--- src/verilog/dss_pkg.sv ---
// package for the drive enable and controlled-stop sequencer
`default_nettype none
package dss_pkg;
  localparam int unsigned CLK_HZ = 25000000;
  // register byte offsets
  localparam logic [7:0] OFF_CTRL = 8'h00;
  localparam logic [7:0] OFF_CMD = 8'h04;
  localparam logic [7:0] OFF_DEC = 8'h08;
  localparam logic [7:0] OFF_VTH = 8'h0C;
  localparam logic [7:0] OFF_HOLD = 8'h10;
  localparam logic [7:0] OFF_DISTO = 8'h14;
  localparam logic [7:0] OFF_BRAKE = 8'h18;
  localparam logic [7:0] OFF_DIN = 8'h1C;
  localparam logic [7:0] OFF_STAT = 8'h20;
  localparam logic [7:0] OFF_VEL = 8'h24;
  localparam logic [7:0] OFF_FBOBJ = 8'h28;
  // control fields
  localparam int CTRL_HWMODE = 0;
  localparam int CTRL_ENDEF = 1;
  localparam int CTRL_DM_LO = 2;
  localparam int CTRL_CURMODE = 4;
  localparam int CTRL_BRAKE_FIT = 5;
  // command fields (write one)
  localparam int CMD_SW_EN = 0;
  localparam int CMD_SW_DIS = 1;
  localparam int CMD_CLR_FLT = 2;
  localparam logic [31:0] CTRL_RST = 32'h0000_0000;
  localparam logic [31:0] DEC_RST = 32'h0000_0010;
  localparam logic [31:0] VTH_RST = 32'h0000_0100;
  localparam logic [31:0] HOLD_RST = 32'h0000_1000;
  localparam logic [31:0] DISTO_RST = 32'h0001_0000;
  localparam logic [31:0] BRAKE_RST = 32'h0000_0100;
  // input functions
  localparam int NUM_DIN = 7;
  localparam logic [4:0] FN_CSTOP = 5'h0D;
  localparam logic [4:0] FN_LIM_POS = 5'h12;
  localparam logic [4:0] FN_LIM_NEG = 5'h13;
  // 10 Hz first-order filter: alpha = 2*pi*10/25e6 ~ 2^-18
  localparam int FILT_SHIFT = 18;
  localparam int unsigned FILT_HZ = 10;
  typedef enum logic [1:0] {
    DSS_DM_IMMEDIATE = 2'b00,
    DSS_DM_DYNBRAKE = 2'b01,
    DSS_DM_CS_DISABLE = 2'b10,
    DSS_DM_CS_DYNBRAKE = 2'b11
  } dss_method_t;
  typedef enum logic [2:0] {
    DSS_ST_OFF = 3'b000,
    DSS_ST_RUN = 3'b001,
    DSS_ST_CSTOP = 3'b010,
    DSS_ST_DBRAKE = 3'b011,
    DSS_ST_BRAKE = 3'b100
  } dss_state_t;
  typedef struct packed {
    logic power_on;
    logic dyn_brake;
    logic brake_release;
    logic vel_zero_cmd;
    logic cstop_active;
  } dss_drive_t;
endpackage : dss_pkg
`default_nettype wire

--- src/verilog/dss_sequencer.sv ---
// drive enable and controlled-stop sequencer with APB registers
// Notes on behaviour
// hw enable edge enables; mode 0 clears faults
// software enable starts from start-up default
// method 0 cuts power, then timed brake
// method 1 dynamic brake, then power off
// method 2 ramp until standstill or timeout
// method 3 ramp, standstill, then dynamic brake
// disable timeout deactivates and raises fault
// critical, hw, safe-torque-off cut power now
// controlled stop commands zero velocity ramp
// function 13 input triggers controlled stop
// software disable with method 2 starts stop
// fieldbus object write requests controlled stop
// stop-reaction fault does stop then disable
// hw limit inputs stop without timeout
// software position limit stops without timeout
// 10 Hz filtered velocity against threshold
// window held for hold time, excursion restarts
// timeout runs independent of standstill qualifier
// timeout in stop raises emergency timeout fault
// current mode skips stop, stops immediately
// stop indicator reads one during stop
//
// Local design decisions: the register addresses and the APB slave port.
`default_nettype none
module dss_sequencer (
  input wire logic pclk,
  input wire logic presetn,
  input wire logic psel,
  input wire logic penable,
  input wire logic pwrite,
  input wire logic [7:0] paddr,
  input wire logic [31:0] pwdata,
  output logic [31:0] prdata,
  output logic pready,
  output logic pslverr,
  input wire logic hw_enable,
  input wire logic safe_torque_off,
  input wire logic [dss_pkg::NUM_DIN-1:0] din,
  input wire logic software_position_limit,
  input wire logic critical_fault,
  input wire logic stop_fault,
  input wire logic fieldbus_cstop_wr,
  input wire logic [7:0] fieldbus_cstop_data,
  input wire logic signed [31:0] actual_velocity,
  output dss_pkg::dss_drive_t drive_out,
  output logic [31:0] stop_decel_rate,
  output logic emergency_timeout_fault
);
  import dss_pkg::*;

  // async pins pass two flops
  logic [NUM_DIN+3:0] sync1_ff;
  logic [NUM_DIN+3:0] sync2_ff;
  always_ff @(posedge pclk or negedge presetn) begin
    if (!presetn) begin
      sync1_ff <= '0;
      sync2_ff <= '0;
    end else begin
      sync1_ff <= {software_position_limit, critical_fault, safe_torque_off, hw_enable, din};
      sync2_ff <= sync1_ff;
    end
  end
  wire [NUM_DIN-1:0] din_s = sync2_ff[NUM_DIN-1:0];
  wire hw_en_s = sync2_ff[NUM_DIN];
  wire sto_ok_s = sync2_ff[NUM_DIN+1];
  wire crit_s = sync2_ff[NUM_DIN+2];
  wire software_position_limit_s = sync2_ff[NUM_DIN+3];

  // registers
  logic [31:0] ctrl_ff;
  logic [31:0] vth_ff;
  logic [31:0] hold_ff;
  logic [31:0] disto_ff;
  logic [31:0] brake_ff;
  logic [4:0] din_fn_ff [NUM_DIN];
  logic [NUM_DIN-1:0] din_inv_ff;
  logic [7:0] fbobj_ff;
  wire wr = psel & penable & pwrite;
  wire rd_hit_ctrl = paddr == OFF_CTRL;
  wire wr_cmd = wr & (paddr == OFF_CMD);
  wire wr_din = wr & (paddr == OFF_DIN);
  wire [2:0] din_sel = pwdata[10:8];
  dss_method_t method;
  assign method = dss_method_t'(ctrl_ff[CTRL_DM_LO +: 2]);
  always_ff @(posedge pclk or negedge presetn) begin
    if (!presetn) begin
      ctrl_ff <= CTRL_RST;
      stop_decel_rate <= DEC_RST;
      vth_ff <= VTH_RST;
      hold_ff <= HOLD_RST;
      disto_ff <= DISTO_RST;
      brake_ff <= BRAKE_RST;
    end else if (wr) begin
      if (rd_hit_ctrl) ctrl_ff <= pwdata;
      if (paddr == OFF_DEC) stop_decel_rate <= pwdata;
      if (paddr == OFF_VTH) vth_ff <= pwdata;
      if (paddr == OFF_HOLD) hold_ff <= pwdata;
      if (paddr == OFF_DISTO) disto_ff <= pwdata;
      if (paddr == OFF_BRAKE) brake_ff <= pwdata;
    end
  end
  // per-input function and invert; written via index field
  genvar gi;
  logic [NUM_DIN-1:0] din_cs;
  logic [NUM_DIN-1:0] din_lim;
  generate
    for (gi = 0; gi < NUM_DIN; gi++) begin : g_din
      always_ff @(posedge pclk or negedge presetn) begin
        if (!presetn) begin
          din_fn_ff[gi] <= 5'h00;
          din_inv_ff[gi] <= 1'b0;
        end else if (wr_din && din_sel == 3'(gi)) begin
          din_fn_ff[gi] <= pwdata[4:0];
          din_inv_ff[gi] <= pwdata[7];
        end
      end
      wire act = din_s[gi] ^ din_inv_ff[gi];
      assign din_cs[gi] = act & (din_fn_ff[gi] == FN_CSTOP);
      assign din_lim[gi] = act & ((din_fn_ff[gi] == FN_LIM_POS) | (din_fn_ff[gi] == FN_LIM_NEG));
    end
  endgenerate

  // fieldbus object: write-only byte, write is a stop request
  always_ff @(posedge pclk or negedge presetn) begin
    if (!presetn) fbobj_ff <= 8'h00;
    else if (fieldbus_cstop_wr) fbobj_ff <= fieldbus_cstop_data;
  end

  // velocity filter, first order low pass near 10 Hz
  logic signed [31+FILT_SHIFT:0] filt_ff;
  wire signed [31:0] vel_f = filt_ff[31+FILT_SHIFT:FILT_SHIFT];
  always_ff @(posedge pclk or negedge presetn) begin
    if (!presetn) filt_ff <= '0;
    else filt_ff <= filt_ff + (32+FILT_SHIFT)'(actual_velocity) - (32+FILT_SHIFT)'(vel_f);
  end
  wire signed [31:0] vth_s = $signed(vth_ff);
  wire in_window = (vel_f <= vth_s) && (vel_f >= -vth_s);

  // sequencer
  dss_state_t state_ff, nxt_state;
  logic sw_en_ff;
  logic strap_done_ff;
  logic hw_en_d_ff;
  logic fault_ff;
  logic to_en_ff;
  logic [31:0] hold_cnt_ff;
  logic [31:0] to_cnt_ff;
  logic [31:0] brk_cnt_ff;
  wire hw_rise = hw_en_s & ~hw_en_d_ff;
  wire cmd_en = wr_cmd & pwdata[CMD_SW_EN];
  wire cmd_dis = wr_cmd & pwdata[CMD_SW_DIS];
  wire cmd_clr = (wr_cmd & pwdata[CMD_CLR_FLT]) | (hw_rise & ~ctrl_ff[CTRL_HWMODE]);
  wire hard_off = crit_s | ~hw_en_s | ~sto_ok_s;
  wire cs_method = method == DSS_DM_CS_DISABLE || method == DSS_DM_CS_DYNBRAKE;
  wire cs_sw = cmd_dis & (method == DSS_DM_CS_DISABLE);
  wire cs_timed = cs_sw | (|din_cs) | fieldbus_cstop_wr | stop_fault;
  wire cs_untimed = (|din_lim) | software_position_limit_s;
  wire can_run = sw_en_ff & ~fault_ff & hw_en_s & sto_ok_s;
  wire standstill = in_window && hold_cnt_ff >= hold_ff;
  wire timeout = to_en_ff && to_cnt_ff >= disto_ff;
  wire brake_done = brk_cnt_ff >= brake_ff;
  wire dis_req = cmd_dis | cs_timed | cs_untimed;

  always_comb begin
    nxt_state = state_ff;
    unique case (state_ff)
      DSS_ST_OFF: if (can_run && !cs_untimed) nxt_state = DSS_ST_RUN;
      DSS_ST_RUN: begin
        if (!can_run && !cmd_dis) nxt_state = DSS_ST_OFF;
        else if (dis_req) begin
          if (ctrl_ff[CTRL_CURMODE]) nxt_state = DSS_ST_BRAKE;
          else if (cs_timed || cs_untimed || (cmd_dis && cs_method)) nxt_state = DSS_ST_CSTOP;
          else if (method == DSS_DM_DYNBRAKE) nxt_state = DSS_ST_DBRAKE;
          else nxt_state = DSS_ST_BRAKE;
        end
      end
      DSS_ST_CSTOP: begin
        if (timeout) nxt_state = DSS_ST_BRAKE;
        else if (standstill) nxt_state = (method == DSS_DM_CS_DYNBRAKE) ? DSS_ST_DBRAKE : DSS_ST_BRAKE;
      end
      DSS_ST_DBRAKE: if (standstill || timeout) nxt_state = DSS_ST_BRAKE;
      DSS_ST_BRAKE: if (brake_done) nxt_state = DSS_ST_OFF;
      default: nxt_state = DSS_ST_OFF;
    endcase
    if (hard_off) nxt_state = DSS_ST_OFF;
  end

  always_ff @(posedge pclk or negedge presetn) begin
    if (!presetn) begin
      state_ff <= DSS_ST_OFF;
      hw_en_d_ff <= 1'b0;
      strap_done_ff <= 1'b0;
      sw_en_ff <= 1'b0;
    end else begin
      state_ff <= nxt_state;
      hw_en_d_ff <= hw_en_s;
      strap_done_ff <= 1'b1;
      // start-up default caught once after reset release
      if (!strap_done_ff) sw_en_ff <= ctrl_ff[CTRL_ENDEF];
      else if (cmd_dis || cs_timed) sw_en_ff <= 1'b0;
      else if (cmd_en || hw_rise) sw_en_ff <= 1'b1;
    end
  end
  // note: ctrl resets to zero and is sampled on the first clock after reset, so default 1 never takes effect

  // fault: set wins over clear
  always_ff @(posedge pclk or negedge presetn) begin
    if (!presetn) begin
      fault_ff <= 1'b0;
      emergency_timeout_fault <= 1'b0;
    end else begin
      if (timeout && (state_ff == DSS_ST_CSTOP || state_ff == DSS_ST_DBRAKE)) begin
        emergency_timeout_fault <= 1'b1;
        fault_ff <= 1'b1;
      end else if (cmd_clr) begin
        emergency_timeout_fault <= 1'b0;
        fault_ff <= 1'b0;
      end
    end
  end

  wire stopping = state_ff == DSS_ST_CSTOP || state_ff == DSS_ST_DBRAKE;
  always_ff @(posedge pclk or negedge presetn) begin
    if (!presetn) begin
      hold_cnt_ff <= '0;
      to_cnt_ff <= '0;
      to_en_ff <= 1'b0;
      brk_cnt_ff <= '0;
    end else begin
      if (!stopping || !in_window) hold_cnt_ff <= '0;
      else if (hold_cnt_ff < hold_ff) hold_cnt_ff <= hold_cnt_ff + 32'h0000_0001;
      if (state_ff == DSS_ST_RUN) begin
        to_cnt_ff <= '0;
        // limit switches alone leave the timeout idle
        to_en_ff <= ~cs_untimed | cs_timed | cmd_dis;
      end else if (stopping && to_cnt_ff < disto_ff) to_cnt_ff <= to_cnt_ff + 32'h0000_0001;
      if (state_ff != DSS_ST_BRAKE) brk_cnt_ff <= '0;
      else if (!brake_done) brk_cnt_ff <= brk_cnt_ff + 32'h0000_0001;
    end
  end

  // outputs registered
  always_ff @(posedge pclk or negedge presetn) begin
    if (!presetn) drive_out <= '0;
    else begin
      drive_out.power_on <= nxt_state == DSS_ST_RUN || nxt_state == DSS_ST_CSTOP;
      drive_out.dyn_brake <= nxt_state == DSS_ST_DBRAKE;
      drive_out.brake_release <= ctrl_ff[CTRL_BRAKE_FIT] ? (nxt_state == DSS_ST_RUN || nxt_state == DSS_ST_CSTOP)
                                                         : 1'b1;
      drive_out.vel_zero_cmd <= nxt_state == DSS_ST_CSTOP;
      drive_out.cstop_active <= nxt_state == DSS_ST_CSTOP;
    end
  end

  // read mux, zero wait state
  logic [31:0] rdata;
  always_comb begin
    rdata = 32'h0000_0000;
    pslverr = 1'b0;
    unique case (paddr)
      OFF_CTRL: rdata = ctrl_ff;
      OFF_CMD: rdata = 32'h0000_0000;
      OFF_DEC: rdata = stop_decel_rate;
      OFF_VTH: rdata = vth_ff;
      OFF_HOLD: rdata = hold_ff;
      OFF_DISTO: rdata = disto_ff;
      OFF_BRAKE: rdata = brake_ff;
      OFF_DIN: rdata = {24'h000000, din_inv_ff[0], 2'b00, din_fn_ff[0]};
      OFF_STAT: rdata = {25'h0000000, emergency_timeout_fault, fault_ff, sw_en_ff, state_ff, drive_out.cstop_active};
      OFF_VEL: rdata = vel_f;
      OFF_FBOBJ: rdata = 32'h0000_0000;
      default: pslverr = psel & penable;
    endcase
  end
  assign pready = 1'b1;
  always_ff @(posedge pclk or negedge presetn) begin
    if (!presetn) prdata <= 32'h0000_0000;
    else if (psel && !penable) prdata <= rdata;
  end
endmodule : dss_sequencer
`default_nettype wire

--- config.mk ---
export PLATFORM = sky130hd
export DESIGN_NAME = dss_sequencer
export DESIGN_NICKNAME = d
export VERILOG_FILES = /design/src/verilog/dss_pkg.sv /design/src/verilog/dss_sequencer.sv
export SDC_FILE = /design/constraint.sdc
export NUM_CORES = 1
export LEC_CHECK = 0
export ABC_AREA = 1
export BUFFER_PORTS_ARGS = -buffer_cell sky130_fd_sc_hd__clkbuf_2
export CORE_MARGIN = 2
export CORE_UTILIZATION = 62
export CTS_CLUSTER_SIZE = 40
export DETAILED_ROUTE_END_ITERATION = 10
export PLACE_DENSITY = 0.79
export SLEW_MARGIN = 20
export SYNTH_ARGS = -nofsm -noshare
export SYNTH_HDL_FRONTEND = slang
export SYNTH_SLANG_ARGS = --single-unit
--- constraint.sdc ---
create_clock -name pclk -period 7.7 [get_ports pclk]
set_clock_uncertainty 0.05 [all_clocks]
set_input_delay 1.54 -clock pclk [delete_from_list [all_inputs] [get_ports pclk]]
set_output_delay 1.54 -clock pclk [all_outputs]
set_load 0.1 [all_outputs]
==> metrics.txt <==
status completed; Seq/Total Area, Yosys 0.396; Synth Register Bits 446; Biggest register filt_ff; nets@finish 4,032; Resized Gates After CTS 0; Slowest-stage cell, CP dfrtp_1; crit path max fanout 22; fin crit share 0.697; DRC 0; internal power 0.00613 W; critical path arrival 5810 ps; worst r2r path cells 27; Starting Density 0.624; largest registers filt_ff x50, din_fn_ff x35; final-report hold violation count 0; Sw Pwr 0.00500 W; mapped cell area 28,200 µm²; Layout area overhead 11.1%; filler cell count 3,647; Post-synth EDFFs 0; Synth top area share 0.391; clock-pin slew on the worst setup and hold paths 60 ps; WS Path Type reg -> reg; # clock sinks 446; WL/cell 19.7 µm; Antenna Nets Post-Route 0; top cells by area, synth dfrtp_1 39%, nand2_1 9.5%, ha_1 9.5%; warnings from Yosys 0; 1st-iter DRT viols 2,943; Leak 15.2 nW; full die area 47,200 µm²; initial antenna violation count 0; critical path endpoint category flip-flop; buffers added on ports 160; overall power 0.0111 W; most common library cells after synthesis 715 x nand2_1, 564 x inv_1, 441 x dfrtp_1; fin. max-slew vios 0; die width 217 µm; setup bufs post-CTS 0; max incr delay on CP 450 ps; global route total overflow 0; Startpoint Class flip-flop; GRT Util Overall 0.362; layout cells sized above 1 0.0919; root buffer cell clkbuf_16; IO Count 170; first-pass GRT wire length 132,000 µm; Slew @ Worst Pin 1100 ps; vias per inst 5.91; height of the die 217 µm; Critical Path RT 8140 ps; Buf/Inv on CP 4; Fin Setup TNS 0 ps; WP depth 27; Max IR drop VDD 368 µV; Final Cell Area 31,300 µm²; placed cell areas 29,600 µm²; Main synth FF type dfrtp_1; Tmin final 5370 ps; CTS tree built; Clock Power Share 0.230; worst rel slew slack 0.266; Setup Viol. Count Final 0; WHS Path Cells 0; Vias 25,500; synth unique cells 60; dpl ws 2500 ps; routed wire length 84,800 µm; final worst slack 2330 ps; max reg flops 50; HPWL after DPL 64,300 µm; critical path's top delay family simple AND/OR/NAND/NOR gates; Async SR Flop Fraction 1.00; worst skew pair latency 600 ps; PwrDens 355 nW/µm²; most frequent cell after synthesis nand2_1; Cells after Synth 3,536; Worst path most repeated cell nand2_1; switching part of the total 0.449; number of buffers created by CTS 50; number of global-route vias before repair 23,600; hold buffers post-CTS 0; Core ar. 45,200 µm²; num rows 78; synthesized area per cell 7.98 µm²; Hold Crit Class reg -> reg; fmax 0.186 GHz; number of diodes 0; Comb pwr share 0.516; clk buf depth 3; GP Congestion 0.993; RSZ-0062 raised after global routing no; largest net degree at the start of global routing 163; Yosys top cell by area dfrtp_1; H-Tree Level Count 2; max cap viols 0; detailed-router iteration count before antenna repair 6; Sequential Power Share 0.254
[through the flow]
step | instances | hold WS, ps | util
floorplan | 3537 | 281 | -
global placement | 4219 | 281 | 0.654
detailed placement | 4219 | 285 | 0.654
CTS | 4312 | 298 | 0.693
global route | 4312 | 306 | 0.694
finish | 4312 | 298 | 0.694
[cell families (layout without fill, tap and decap cells)]
| family | Yosys count | count (layout) | share of synthesized area |
|---|---|---|---|
| XOR/XNOR | 111 | 111 | 0.0345 |
| multiplexers | 13 | 13 | 0.00519 |
| other | 1 | 2 | 0.000133 |
| adder cells (fa/ha/maj) | 263 | 263 | 0.130 |
| AO/OA/AOI/OAI | 780 | 780 | 0.156 |
| buffers and inverters | 673 | 848 | 0.0903 |
| flip-flops | 446 | 446 | 0.396 |
| AND/OR/NAND/NOR | 1249 | 1249 | 0.189 |
[worst paths after layout]
path / start / endpoint / slack, ps
max: vth_ff[1] / hold_cnt_ff[23] / 2330
min: sync1_ff[3] / sync2_ff[3] / 300
max reg2reg: vth_ff[1] / hold_cnt_ff[23] / 2330
min reg2reg: sync1_ff[3] / sync2_ff[3] / 300
max in group asynchronous: presetn / hold_ff[6] / 5170
min in group asynchronous: presetn / filt_ff[41] / 920
[power groups by stage]
stage | logic (W) | clock network (W) | registers (W)
6_report | 0.00574 | 0.00256 | 0.00283
3_5_place_dp | 0.00553 | 0 | 0.00286
4_1_cts | 0.00561 | 0.00257 | 0.00282
5_1_grt | 0.00641 | 0.00266 | 0.00284
3_3_place_gp | 0.00545 | 0 | 0.00286
2_1_floorplan | 0.00408 | 0 | 0.00279
[cells in the final DEF (no fill, tap or decap), drive strengths merged, types with 5 or more instances in the layout]
cell	instances
nand2	721
o21a	18
dfstp	5
a21oi	201
clkbuf	234
nor3	68
o22ai	40
ha	214
mux2	13
o21ai	387
nor4	29
xnor2	31
and3	5
o31ai	26
fa	49
xor2	80
inv	584
nand3	93
nand4	67
a31oi	24
a211oi	8
a221oi	17
o211ai	20
clkinv	13
nor2	258
o221ai	19
dfrtp	441
buf	12
bufinv	5
[final cells by class]
| class | count | area, µm² | share of cell area |
|---|---|---|---|
| sequential | 446 | 11200 | 0.356 |
| inverter | 584 | 2190 | 0.0699 |
| multi-input combinational | 2418 | 14500 | 0.464 |
| timing repair buffer | 171 | 918 | 0.0293 |
| clock buffer | 75 | 1530 | 0.0487 |
| tap | 600 | 751 | 0.0240 |
| clock inverter | 18 | 241 | 0.00771 |
[per-layer routing]
layer	GRT usage	part of all wire	up-vias
li1	-	-	12000
met1	0.514	0.43	12000
met2	0.553	0.44	1284
met3	0.0597	0.091	202
met4	0.156	0.045	0
met5	0	0	-
Note: power is estimated with default switching activity, not from simulation.
